===== src/logic/scsp_pkg.sv =====
package scsp_pkg;
    // ----------------------------------------
    // register map
    // ----------------------------------------
    localparam logic [7:0] CLOCK_DIVISOR_REGISTER_OFF = 8'h00;
    localparam logic [7:0] FBD_OFF = 8'h04;
    localparam logic [7:0] TUNE_OFF = 8'h08;
    localparam logic [7:0] STATUS_OFF = 8'h0c;
    localparam logic [15:0] CLOCK_DIVISOR_REGISTER_RST = 16'h3040;
    localparam logic [8:0] FBD_RST = 9'h030;
    localparam logic [5:0] TUNE_RST = 6'h00;
    localparam logic [15:0] CLOCK_DIVISOR_REGISTER_MASK = 16'hffdf;
    // ----------------------------------------
    // status field positions
    // ----------------------------------------
    localparam int ST_SRC_LSB = 0;
    localparam int ST_MODE_LSB = 4;
    localparam int ST_LOCK_BIT = 8;
    localparam int ST_PLL_BIT = 9;
    // ----------------------------------------
    // fixed factors, lock count and bus response codes
    // ----------------------------------------
    localparam logic [8:0] FAST_DIV16 = 9'h010;
    localparam logic [8:0] FCY_DIV = 9'h002;
    localparam logic [8:0] FACTOR_OFFSET = 9'h002;
    localparam logic [1:0] LOCK_REF_TICKS = 2'h2;
    localparam logic [1:0] AXI_OKAY = 2'h0;
    localparam logic [1:0] AXI_SLVERR = 2'h2;

    typedef enum logic [2:0] {
        SRC_FAST = 3'h0,
        SRC_FAST_PLL = 3'h1,
        SRC_PRIMARY = 3'h2,
        SRC_PRIMARY_PLL = 3'h3,
        SRC_SECONDARY = 3'h4,
        SRC_SLOW = 3'h5,
        SRC_FAST_DIV16 = 3'h6,
        SRC_FAST_DIVN = 3'h7
    } scsp_src_t;

    typedef enum logic [1:0] {
        MODE_EXT_CLOCK = 2'h0,
        MODE_STD_XTAL = 2'h1,
        MODE_HS_XTAL = 2'h2,
        MODE_RESERVED = 2'h3
    } scsp_mode_t;

    typedef struct packed {
        logic recover_on_irq;
        logic [2:0] doze_ratio;
        logic doze_enable;
        logic [2:0] fast_rc_postscale_select;
        logic [1:0] pll_postscale_select;
        logic unused5;
        logic [4:0] pll_prescale_select;
    } scsp_clock_divisor_register_t;
endpackage


===== src/logic/scsp_sync_edge.sv =====
module scsp_sync_edge (
    input wire logic clock_i,
    input wire logic reset_i,
    input wire logic async_i,
    output logic rise_o
);
    logic ff1_r, ff2_r, ff3_r, level_r, rise_r;
    logic level_nxt, rise_nxt;

    // a change counts only once the second and third stages agree
    always_comb begin
        level_nxt = (ff2_r == ff3_r) ? ff3_r : level_r;
        rise_nxt = level_nxt & ~level_r;
    end

    always_ff @(posedge clock_i or posedge reset_i) begin
        if (reset_i) begin
            ff1_r <= 1'b0;
            ff2_r <= 1'b0;
            ff3_r <= 1'b0;
            level_r <= 1'b0;
            rise_r <= 1'b0;
        end else begin
            ff1_r <= async_i;
            ff2_r <= ff1_r;
            ff3_r <= ff2_r;
            level_r <= level_nxt;
            rise_r <= rise_nxt;
        end
    end

    assign rise_o = rise_r;
endmodule


===== src/logic/scsp_tick_div.sv =====
module scsp_tick_div (
    input wire logic clock_i,
    input wire logic reset_i,
    input wire logic tick_i,
    input wire logic [8:0] divisor_i,
    output logic tick_o
);
    logic [8:0] cnt_r, cnt_nxt, div_r, div_nxt;
    logic tick_r, tick_nxt;

    // new divisor is taken only at the terminal count, so no short period appears
    always_comb begin
        cnt_nxt = cnt_r;
        div_nxt = div_r;
        tick_nxt = 1'b0;
        if (tick_i) begin
            if (cnt_r + 9'h001 >= div_r) begin
                cnt_nxt = 9'h000;
                tick_nxt = 1'b1;
                div_nxt = (divisor_i == 9'h000) ? 9'h001 : divisor_i;
            end else begin
                cnt_nxt = cnt_r + 9'h001;
            end
        end
    end

    always_ff @(posedge clock_i or posedge reset_i) begin
        if (reset_i) begin
            cnt_r <= 9'h000;
            div_r <= 9'h001;
            tick_r <= 1'b0;
        end else begin
            cnt_r <= cnt_nxt;
            div_r <= div_nxt;
            tick_r <= tick_nxt;
        end
    end

    assign tick_o = tick_r;
endmodule


===== src/logic/scsp_top.sv =====
module scsp_top (
    input wire logic clock_i,
    input wire logic reset_i,
    input wire logic [7:0] awaddr_i,
    input wire logic awvalid_i,
    output logic awready_o,
    input wire logic [31:0] wdata_i,
    input wire logic [3:0] wstrb_i,
    input wire logic wvalid_i,
    output logic wready_o,
    output logic [1:0] bresp_o,
    output logic bvalid_o,
    input wire logic bready_i,
    input wire logic [7:0] araddr_i,
    input wire logic arvalid_i,
    output logic arready_o,
    output logic [31:0] rdata_o,
    output logic [1:0] rresp_o,
    output logic rvalid_o,
    input wire logic rready_i,
    input wire logic fast_osc_i,
    input wire logic slow_osc_i,
    input wire logic secondary_osc_i,
    input wire logic primary_osc_i,
    input wire logic [2:0] initial_source_select_i,
    input wire logic [1:0] primary_mode_select_i,
    output logic sys_osc_tick_o,
    output logic instr_clock_o,
    output logic peripheral_clock_o,
    output logic watchdog_ref_tick_o,
    output logic fail_safe_ref_tick_o,
    output logic [5:0] fast_osc_tune_o,
    output logic [1:0] primary_drive_mode_o,
    output logic pll_lock_o
);
    // ----------------------------------------
    // oscillator inputs
    // ----------------------------------------
    logic fast_tick, slow_tick, sec_tick, prim_tick;

    scsp_sync_edge u_sync_fast (.clock_i(clock_i), .reset_i(reset_i), .async_i(fast_osc_i), .rise_o(fast_tick));
    scsp_sync_edge u_sync_slow (.clock_i(clock_i), .reset_i(reset_i), .async_i(slow_osc_i), .rise_o(slow_tick));
    scsp_sync_edge u_sync_sec (.clock_i(clock_i), .reset_i(reset_i), .async_i(secondary_osc_i),
        .rise_o(sec_tick));
    scsp_sync_edge u_sync_prim (.clock_i(clock_i), .reset_i(reset_i), .async_i(primary_osc_i),
        .rise_o(prim_tick));

    // ----------------------------------------
    // power-on configuration capture
    // ----------------------------------------
    // straps are read by a clocked process after release, never by the reset itself
    scsp_pkg::scsp_src_t src_r, src_nxt;
    logic [1:0] mode_r, mode_nxt;
    logic cfg_done_r, cfg_done_nxt;

    always_comb begin
        src_nxt = src_r;
        mode_nxt = mode_r;
        cfg_done_nxt = 1'b1;
        if (!cfg_done_r) begin
            src_nxt = scsp_pkg::scsp_src_t'(initial_source_select_i);
            mode_nxt = primary_mode_select_i;
        end
    end

    always_ff @(posedge clock_i or posedge reset_i) begin
        if (reset_i) begin
            src_r <= scsp_pkg::SRC_FAST_DIVN;
            mode_r <= scsp_pkg::MODE_EXT_CLOCK;
            cfg_done_r <= 1'b0;
        end else begin
            src_r <= src_nxt;
            mode_r <= mode_nxt;
            cfg_done_r <= cfg_done_nxt;
        end
    end

    // ----------------------------------------
    // registers
    // ----------------------------------------
    scsp_pkg::scsp_clock_divisor_register_t clock_divisor_register_r, clock_divisor_register_nxt;
    logic [8:0] fbd_r, fbd_nxt;
    logic [5:0] tune_r, tune_nxt;
    logic [7:0] aw_addr_r, aw_addr_nxt;
    logic aw_held_r, aw_held_nxt, w_held_r, w_held_nxt;
    logic [31:0] w_data_r, w_data_nxt;
    logic [3:0] w_strb_r, w_strb_nxt;
    logic bvalid_r, bvalid_nxt, rvalid_r, rvalid_nxt;
    logic [1:0] bresp_r, bresp_nxt, rresp_r, rresp_nxt;
    logic [31:0] rdata_r, rdata_nxt;
    logic pll_lock, pll_used;
    logic [31:0] status_word, wmask;
    logic [15:0] clock_divisor_register_word;

    assign awready_o = !aw_held_r && !bvalid_r;
    assign wready_o = !w_held_r && !bvalid_r;
    assign arready_o = !rvalid_r;
    assign clock_divisor_register_word = clock_divisor_register_r;

    always_comb begin
        status_word = 32'h0000_0000;
        status_word[scsp_pkg::ST_SRC_LSB +: 3] = src_r;
        status_word[scsp_pkg::ST_MODE_LSB +: 2] = mode_r;
        status_word[scsp_pkg::ST_LOCK_BIT] = pll_lock;
        status_word[scsp_pkg::ST_PLL_BIT] = pll_used;
    end

    always_comb begin
        wmask = {{8{w_strb_r[3]}}, {8{w_strb_r[2]}}, {8{w_strb_r[1]}}, {8{w_strb_r[0]}}};
    end

    always_comb begin
        aw_addr_nxt = aw_addr_r;
        aw_held_nxt = aw_held_r;
        w_data_nxt = w_data_r;
        w_strb_nxt = w_strb_r;
        w_held_nxt = w_held_r;
        bvalid_nxt = bvalid_r;
        bresp_nxt = bresp_r;
        clock_divisor_register_nxt = clock_divisor_register_r;
        fbd_nxt = fbd_r;
        tune_nxt = tune_r;
        if (awvalid_i && awready_o) begin
            aw_addr_nxt = awaddr_i;
            aw_held_nxt = 1'b1;
        end
        if (wvalid_i && wready_o) begin
            w_data_nxt = wdata_i;
            w_strb_nxt = wstrb_i;
            w_held_nxt = 1'b1;
        end
        if (bvalid_r && bready_i) begin
            bvalid_nxt = 1'b0;
        end
        // write commits one cycle after both address and data are held
        if (aw_held_r && w_held_r) begin
            aw_held_nxt = 1'b0;
            w_held_nxt = 1'b0;
            bvalid_nxt = 1'b1;
            bresp_nxt = scsp_pkg::AXI_OKAY;
            case ({aw_addr_r[7:2], 2'b00})
                scsp_pkg::CLOCK_DIVISOR_REGISTER_OFF: begin
                    clock_divisor_register_nxt = (clock_divisor_register_word & ~(wmask[15:0] & scsp_pkg::CLOCK_DIVISOR_REGISTER_MASK))
                        | (w_data_r[15:0] & wmask[15:0] & scsp_pkg::CLOCK_DIVISOR_REGISTER_MASK);
                end
                scsp_pkg::FBD_OFF: begin
                    fbd_nxt = (fbd_r & ~wmask[8:0]) | (w_data_r[8:0] & wmask[8:0]);
                end
                scsp_pkg::TUNE_OFF: begin
                    tune_nxt = (tune_r & ~wmask[5:0]) | (w_data_r[5:0] & wmask[5:0]);
                end
                scsp_pkg::STATUS_OFF: begin
                    bresp_nxt = scsp_pkg::AXI_OKAY;
                end
                default: begin
                    bresp_nxt = scsp_pkg::AXI_SLVERR;
                end
            endcase
        end
    end

    always_comb begin
        rvalid_nxt = rvalid_r;
        rdata_nxt = rdata_r;
        rresp_nxt = rresp_r;
        if (rvalid_r && rready_i) begin
            rvalid_nxt = 1'b0;
        end
        if (arvalid_i && arready_o) begin
            rvalid_nxt = 1'b1;
            rresp_nxt = scsp_pkg::AXI_OKAY;
            case ({araddr_i[7:2], 2'b00})
                scsp_pkg::CLOCK_DIVISOR_REGISTER_OFF: rdata_nxt = {16'h0000, clock_divisor_register_word};
                scsp_pkg::FBD_OFF: rdata_nxt = {23'h0, fbd_r};
                scsp_pkg::TUNE_OFF: rdata_nxt = {26'h0, tune_r};
                scsp_pkg::STATUS_OFF: rdata_nxt = status_word;
                default: begin
                    rdata_nxt = 32'h0000_0000;
                    rresp_nxt = scsp_pkg::AXI_SLVERR;
                end
            endcase
        end
    end

    always_ff @(posedge clock_i or posedge reset_i) begin
        if (reset_i) begin
            aw_addr_r <= 8'h00;
            aw_held_r <= 1'b0;
            w_data_r <= 32'h0000_0000;
            w_strb_r <= 4'h0;
            w_held_r <= 1'b0;
            bvalid_r <= 1'b0;
            bresp_r <= 2'h0;
            rvalid_r <= 1'b0;
            rdata_r <= 32'h0000_0000;
            rresp_r <= 2'h0;
            clock_divisor_register_r <= scsp_pkg::CLOCK_DIVISOR_REGISTER_RST;
            fbd_r <= scsp_pkg::FBD_RST;
            tune_r <= scsp_pkg::TUNE_RST;
        end else begin
            aw_addr_r <= aw_addr_nxt;
            aw_held_r <= aw_held_nxt;
            w_data_r <= w_data_nxt;
            w_strb_r <= w_strb_nxt;
            w_held_r <= w_held_nxt;
            bvalid_r <= bvalid_nxt;
            bresp_r <= bresp_nxt;
            rvalid_r <= rvalid_nxt;
            rdata_r <= rdata_nxt;
            rresp_r <= rresp_nxt;
            clock_divisor_register_r <= clock_divisor_register_nxt;
            fbd_r <= fbd_nxt;
            tune_r <= tune_nxt;
        end
    end

    assign bvalid_o = bvalid_r;
    assign bresp_o = bresp_r;
    assign rvalid_o = rvalid_r;
    assign rdata_o = rdata_r;
    assign rresp_o = rresp_r;

    // ----------------------------------------
    // factor decode
    // ----------------------------------------
    logic [8:0] fast_div, pre_div, post_div;
    logic [9:0] fb_mult;

    always_comb begin
        case (clock_divisor_register_r.fast_rc_postscale_select)
            3'h0: fast_div = 9'h001;
            3'h1: fast_div = 9'h002;
            3'h2: fast_div = 9'h004;
            3'h3: fast_div = 9'h008;
            3'h4: fast_div = 9'h010;
            3'h5: fast_div = 9'h020;
            3'h6: fast_div = 9'h040;
            default: fast_div = 9'h100;
        endcase
        case (clock_divisor_register_r.pll_postscale_select)
            2'h0: post_div = 9'h002;
            2'h3: post_div = 9'h008;
            default: post_div = 9'h004;
        endcase
        pre_div = {4'h0, clock_divisor_register_r.pll_prescale_select} + scsp_pkg::FACTOR_OFFSET;
        fb_mult = {1'b0, fbd_r} + {1'b0, scsp_pkg::FACTOR_OFFSET};
        pll_used = (src_r == scsp_pkg::SRC_FAST_PLL) || (src_r == scsp_pkg::SRC_PRIMARY_PLL);
    end

    // ----------------------------------------
    // source paths
    // ----------------------------------------
    logic fast_divn_tick, fast_div16_tick, pll_in_tick, pre_tick, vco_tick, pll_out_tick;

    scsp_tick_div u_fast_divn (.clock_i(clock_i), .reset_i(reset_i), .tick_i(fast_tick),
        .divisor_i(fast_div), .tick_o(fast_divn_tick));
    scsp_tick_div u_fast_div16 (.clock_i(clock_i), .reset_i(reset_i), .tick_i(fast_tick),
        .divisor_i(scsp_pkg::FAST_DIV16), .tick_o(fast_div16_tick));

    // only primary and fast RC may feed the PLL
    assign pll_in_tick = (src_r == scsp_pkg::SRC_PRIMARY_PLL) ? prim_tick
        : (src_r == scsp_pkg::SRC_FAST_PLL) ? fast_tick : 1'b0;

    scsp_tick_div u_pll_pre (.clock_i(clock_i), .reset_i(reset_i), .tick_i(pll_in_tick),
        .divisor_i(pre_div), .tick_o(pre_tick));

    // ----------------------------------------
    // vco model: M ticks spread over each measured reference period
    // ----------------------------------------
    // output rate is capped at one tick per system cycle; a limitation of the model
    logic [15:0] per_cnt_r, per_cnt_nxt, period_r, period_nxt;
    logic [19:0] acc_r, acc_nxt;
    logic [1:0] ref_seen_r, ref_seen_nxt;
    logic vco_r, vco_nxt;

    always_comb begin
        per_cnt_nxt = (per_cnt_r == 16'hffff) ? per_cnt_r : per_cnt_r + 16'h0001;
        period_nxt = period_r;
        ref_seen_nxt = ref_seen_r;
        acc_nxt = acc_r;
        vco_nxt = 1'b0;
        if (!pll_used) begin
            ref_seen_nxt = 2'h0;
            acc_nxt = 20'h00000;
        end else begin
            if (pre_tick) begin
                period_nxt = per_cnt_r;
                per_cnt_nxt = 16'h0001;
                if (ref_seen_r != scsp_pkg::LOCK_REF_TICKS) begin
                    ref_seen_nxt = ref_seen_r + 2'h1;
                end
            end
            if (ref_seen_r == scsp_pkg::LOCK_REF_TICKS) begin
                acc_nxt = acc_r + {10'h000, fb_mult};
                if (acc_nxt >= {4'h0, period_r}) begin
                    acc_nxt = acc_nxt - {4'h0, period_r};
                    vco_nxt = 1'b1;
                end
                if (acc_nxt >= {4'h0, period_r}) begin
                    acc_nxt = {4'h0, period_r};
                end
            end
        end
    end

    always_ff @(posedge clock_i or posedge reset_i) begin
        if (reset_i) begin
            per_cnt_r <= 16'h0000;
            period_r <= 16'hffff;
            acc_r <= 20'h00000;
            ref_seen_r <= 2'h0;
            vco_r <= 1'b0;
        end else begin
            per_cnt_r <= per_cnt_nxt;
            period_r <= period_nxt;
            acc_r <= acc_nxt;
            ref_seen_r <= ref_seen_nxt;
            vco_r <= vco_nxt;
        end
    end

    assign vco_tick = vco_r;
    assign pll_lock = (ref_seen_r == scsp_pkg::LOCK_REF_TICKS);

    scsp_tick_div u_pll_post (.clock_i(clock_i), .reset_i(reset_i), .tick_i(vco_tick),
        .divisor_i(post_div), .tick_o(pll_out_tick));

    // ----------------------------------------
    // system clock select and halving
    // ----------------------------------------
    logic osc_sel;
    logic osc_r, osc_nxt, fcy_r, fcy_nxt;

    always_comb begin
        case (src_r)
            scsp_pkg::SRC_FAST_DIVN: osc_sel = fast_divn_tick;
            scsp_pkg::SRC_FAST_DIV16: osc_sel = fast_div16_tick;
            scsp_pkg::SRC_SLOW: osc_sel = slow_tick;
            scsp_pkg::SRC_SECONDARY: osc_sel = sec_tick;
            scsp_pkg::SRC_PRIMARY_PLL: osc_sel = pll_out_tick;
            scsp_pkg::SRC_PRIMARY: osc_sel = prim_tick;
            scsp_pkg::SRC_FAST_PLL: osc_sel = pll_out_tick;
            default: osc_sel = fast_tick;
        endcase
        osc_nxt = osc_sel & cfg_done_r;
        // one toggle per system tick: a full level period spans two ticks
        fcy_nxt = osc_r ? ~fcy_r : fcy_r;
    end

    always_ff @(posedge clock_i or posedge reset_i) begin
        if (reset_i) begin
            osc_r <= 1'b0;
            fcy_r <= 1'b0;
        end else begin
            osc_r <= osc_nxt;
            fcy_r <= fcy_nxt;
        end
    end

    // ----------------------------------------
    // outputs
    // ----------------------------------------
    assign sys_osc_tick_o = osc_r;
    assign instr_clock_o = fcy_r;
    assign peripheral_clock_o = fcy_r;
    assign watchdog_ref_tick_o = slow_tick;
    assign fail_safe_ref_tick_o = slow_tick;
    assign fast_osc_tune_o = tune_r;
    // mode field only matters for primary selections
    assign primary_drive_mode_o = ((src_r == scsp_pkg::SRC_PRIMARY) || (src_r == scsp_pkg::SRC_PRIMARY_PLL))
        ? mode_r : scsp_pkg::MODE_EXT_CLOCK;
    assign pll_lock_o = pll_lock;
endmodule


===== config.mk =====
export PLATFORM = sky130hd
export DESIGN_NAME = scsp_top
export DESIGN_NICKNAME = d
export VERILOG_FILES = /design/src/logic/scsp_pkg.sv /design/src/logic/scsp_sync_edge.sv /design/src/logic/scsp_tick_div.sv /design/src/logic/scsp_top.sv
export SDC_FILE = /design/constraint.sdc
export NUM_CORES = 1
export LEC_CHECK = 0
export BUFFER_PORTS_ARGS = -buffer_cell sky130_fd_sc_hd__buf_2
export CAP_MARGIN = 20
export CELL_PAD_IN_SITES_DETAIL_PLACEMENT = 0
export CELL_PAD_IN_SITES_GLOBAL_PLACEMENT = 1
export CORE_ASPECT_RATIO = 0.6
export CORE_UTILIZATION = 50
export DETAILED_ROUTE_END_ITERATION = 8
export PLACE_DENSITY = 0.82
export SETUP_SLACK_MARGIN = 0.3
export SYNTH_ARGS = -nofsm -noshare
export SYNTH_HDL_FRONTEND = slang
export SYNTH_SLANG_ARGS = --single-unit
export TNS_END_PERCENT = 100

===== constraint.sdc =====
create_clock -name clock_i -period 23.7 [get_ports clock_i]
set_clock_uncertainty 0.05 [all_clocks]
set_input_delay 4.74 -clock clock_i [delete_from_list [all_inputs] [get_ports clock_i]]
set_output_delay 4.74 -clock clock_i [all_outputs]
set_load 0.02 [all_outputs]

==> impl_metrics.ini <==
[place]
placed_wire_length_estimate_um = 20900
placement.io_buffers = 82
dpl_worst_slack_ns = 15.95
gp_routability_congestion = 0.8608

[cts]
number_of_buffers_inserted_during_clock_tree_synthesis = 22
cts_repair_resize_count = 0
cts.htree.levels = 1
worst_skew_pair.late_latency_ns = 0.52
cts.sinks = 219
clock_tree.root_cell = sky130_fd_sc_hd__clkbuf_16
post-cts-setup-buffer-count = 0
ctsLongestPathBuffers = 3
cts-hold-fix-buffers = 0
cts_tree = built
clkTransAtPathRegs_ns = 0.07

[cells_and_area]
nFillCells = 2103
layout.nets = 1421
layout.cells.most_common_list = sky130_fd_sc_hd__dfrtp_1, sky130_fd_sc_hd__nand2_1, sky130_fd_sc_hd__o21ai_0, sky130_fd_sc_hd__buf_2
antenna_cells = 0
final_common_cell = sky130_fd_sc_hd__dfrtp_1
utilization = 0.5754
area_growth_pct = 10.59
post_route_cells_drive_above_1_share = 0.2020

[synth]
yosys_warnings = 0
multiplexer_share_of_the_synthesized_area = 0.08685
post_synth_instance_area_um2 = 12260
post_synth_edffs = 0
synth_async_sr_flop_share = 1.000
synth-xor-area-share = 0.04633
syn_avg_cell_area_um2 = 10.20
postSynthRegisterBits = 219
synth_seq_area_share = 0.4498
post_synth_num_cell_types = 88
synthSimpleGateAreaFrac = 0.1461
synth_cells = 1202
synth_top_area_cell = sky130_fd_sc_hd__dfrtp_1
ys.flop_type = sky130_fd_sc_hd__dfrtp_1
synth_compound_gate_area_share = 0.1339
yosys_top_cell_area_share = 0.3898
synth-adder-area-share = 0.08715
largest_family_of_logic_cells_by_synthesized_area = simple AND/OR/NAND/NOR gates
ys_top_cells_by_area = sky130_fd_sc_hd__dfrtp_1, sky130_fd_sc_hd__ha_1, sky130_fd_sc_hd__mux2_2, sky130_fd_sc_hd__dfstp_2, sky130_fd_sc_hd__nand2_1

[routing]
via_count = 9004
totalWireLength_um = 28580
drt_drc_violations_left = 0
detailed_routing_iterations_pass_1 = 5
drt.antenna.violating_nets = 0
route.detailed.wl_per_inst_um = 17.84
vias_per_cell = 5.620
number_of_violations_reported_at_the_end_of_detailed_routing_iteration_0 = 620

[sta]
hold_violations = 0
timing.slew.headroom = 0.2567
worstMarginPinSlew_ns = 1.115
post-route-period-util = 0.3368
postLayoutSetupSlackWorst_ns = 15.72
fin_tns_setup_ns = 0
grt_setup_unrepaired = no
timing.final.crit_period_ns = 7.983
finalSetupViolations = 0
slew_violations = 0
timing.fmax_mhz = 125.3

[power_and_ir_drop]
maximum_vdd_ir_drop_uv = 219.0
p_leak_uw = 0.006414
cellPowerDensity_nw_per_um2 = 160.4

[flow_run]
cap_viol_max_count = 0

[die]
io_pins = 123
die_width_um = 204.2
die_area_um2 = 25170
core_region_area_um2 = 23570
initial_core_utilization = 0.5203
die-height_um = 123.3
core.rowCount = 43

[global_route]
grt_start_max_net_pins = 143
track_usage = 0.2373
antenna_found_initial = 0
first_global_vias = 8584
grt_pass1_wl_um = 46740
globalRoute.totalOverflow = 0

[worst_setup_path]
timing.critical_path.buf_inv = 2
length_in_cells_of_the_worst_reg_to_reg_path = 29
critical-path-top-cell-by-count = sky130_fd_sc_hd__ha_1
timing.critical_path.required_ns = 24.10
cp_max_fo = 11
cp_slowest_cell = sky130_fd_sc_hd__nand4_1
timing.critical_path.to_type = register
path_delay_family = compound AO/OA/AOI/OAI gates
cpPeakStageDelay_ns = 0.63
critical_path_depth = 29
critical_path_class = register to register
worstPathArrival_ns = 8.38
crit_path_start_kind = register
worst-r2r-setup-slack_ns = 15.72

[hold_path]
min-delay-path-class = register to register
hold-path-cell-count = 0

[run_status]
outcome = complete, no violations
## area by class of cell
type                    instances  area, um^2  area share
clock buffers                  29       618.1     0.04558
clock inverters                10       110.1    0.008120
inverters                      66       255.2     0.01882
multi-input cells             874        6206      0.4577
flip-flops and latches        219        5515      0.4068
well taps                     315       394.1     0.02907
repair buffers                 89       460.4     0.03396
## metrics by stage
| stage | instance area, um^2 | hold WS (ns) | power, uW | instances |
|---|---|---|---|---|
| CTS | 13560 | 0.2997 | 2161 | 1602 |
| floorplan | 12320 | 0.2812 | 1536 | 1219 |
| global route | 13560 | 0.3031 | 2335 | 1602 |
| global placement | 12830 | 0.2881 | 1770 | 1562 |
| detailed placement | 12830 | 0.2856 | 1796 | 1563 |
| finish | 13560 | 0.2998 | 2175 | 1602 |
## power by group
part,switching [uW],total (uW),internal (uW)
Sequential,77.3,529,452
Clock,150,356,206
Combinational,744,1290,545
Total,971,2170,1200
## logic make-up (layout without fill, tap and decap cells)
family	count (synthesis)	count (layout)
flip-flops	219	219
AO/OA/AOI/OAI	241	241
multiplexers	95	95
buffers and inverters	126	194
adder cells (fa/ha/maj)	85	85
other	2	19
AND/OR/NAND/NOR	370	370
XOR/XNOR	64	64
## Yosys cell counts, drive strengths merged (9+ instances only)
library cell	count
dfrtp	191
a21o	17
clkbuf	33
nand3	30
o21ai	85
nor2b	21
mux2	71
nor3	12
buf	25
and2	10
xor2	30
and3	22
a211oi	14
inv	64
a21oi	41
a31oi	9
xnor2	34
ha	79
nand4	17
nand2	134
dfstp	28
o2bb2ai	9
mux2i	22
nand2b	10
nor2	80
## path summary, 6_finish.rpt
| check | from | endpoint |
|---|---|---|
| max | register | acc_r[7] |
| min | u_sync_slow.ff1_r | u_sync_slow.ff2_r |
| max reg2reg | register | acc_r[7] |
| min reg2reg | u_sync_slow.ff1_r | u_sync_slow.ff2_r |
| max in group asynchronous | reset_i | u_sync_sec.ff3_r |
| min in group asynchronous | reset_i | acc_r[0] |
## per-layer routing
metal / vias up / routed length (um) / global-route usage
li1: 4337 / - / -
met1: 4421 / 15550 / 0.3974
met2: 227 / 10990 / 0.3119
met3: 19 / 1736 / 0.04349
met4: 0 / 304 / 0.03825
met5: - / 0 / 0
No activity file was read; power rests on OpenSTA's default activity.
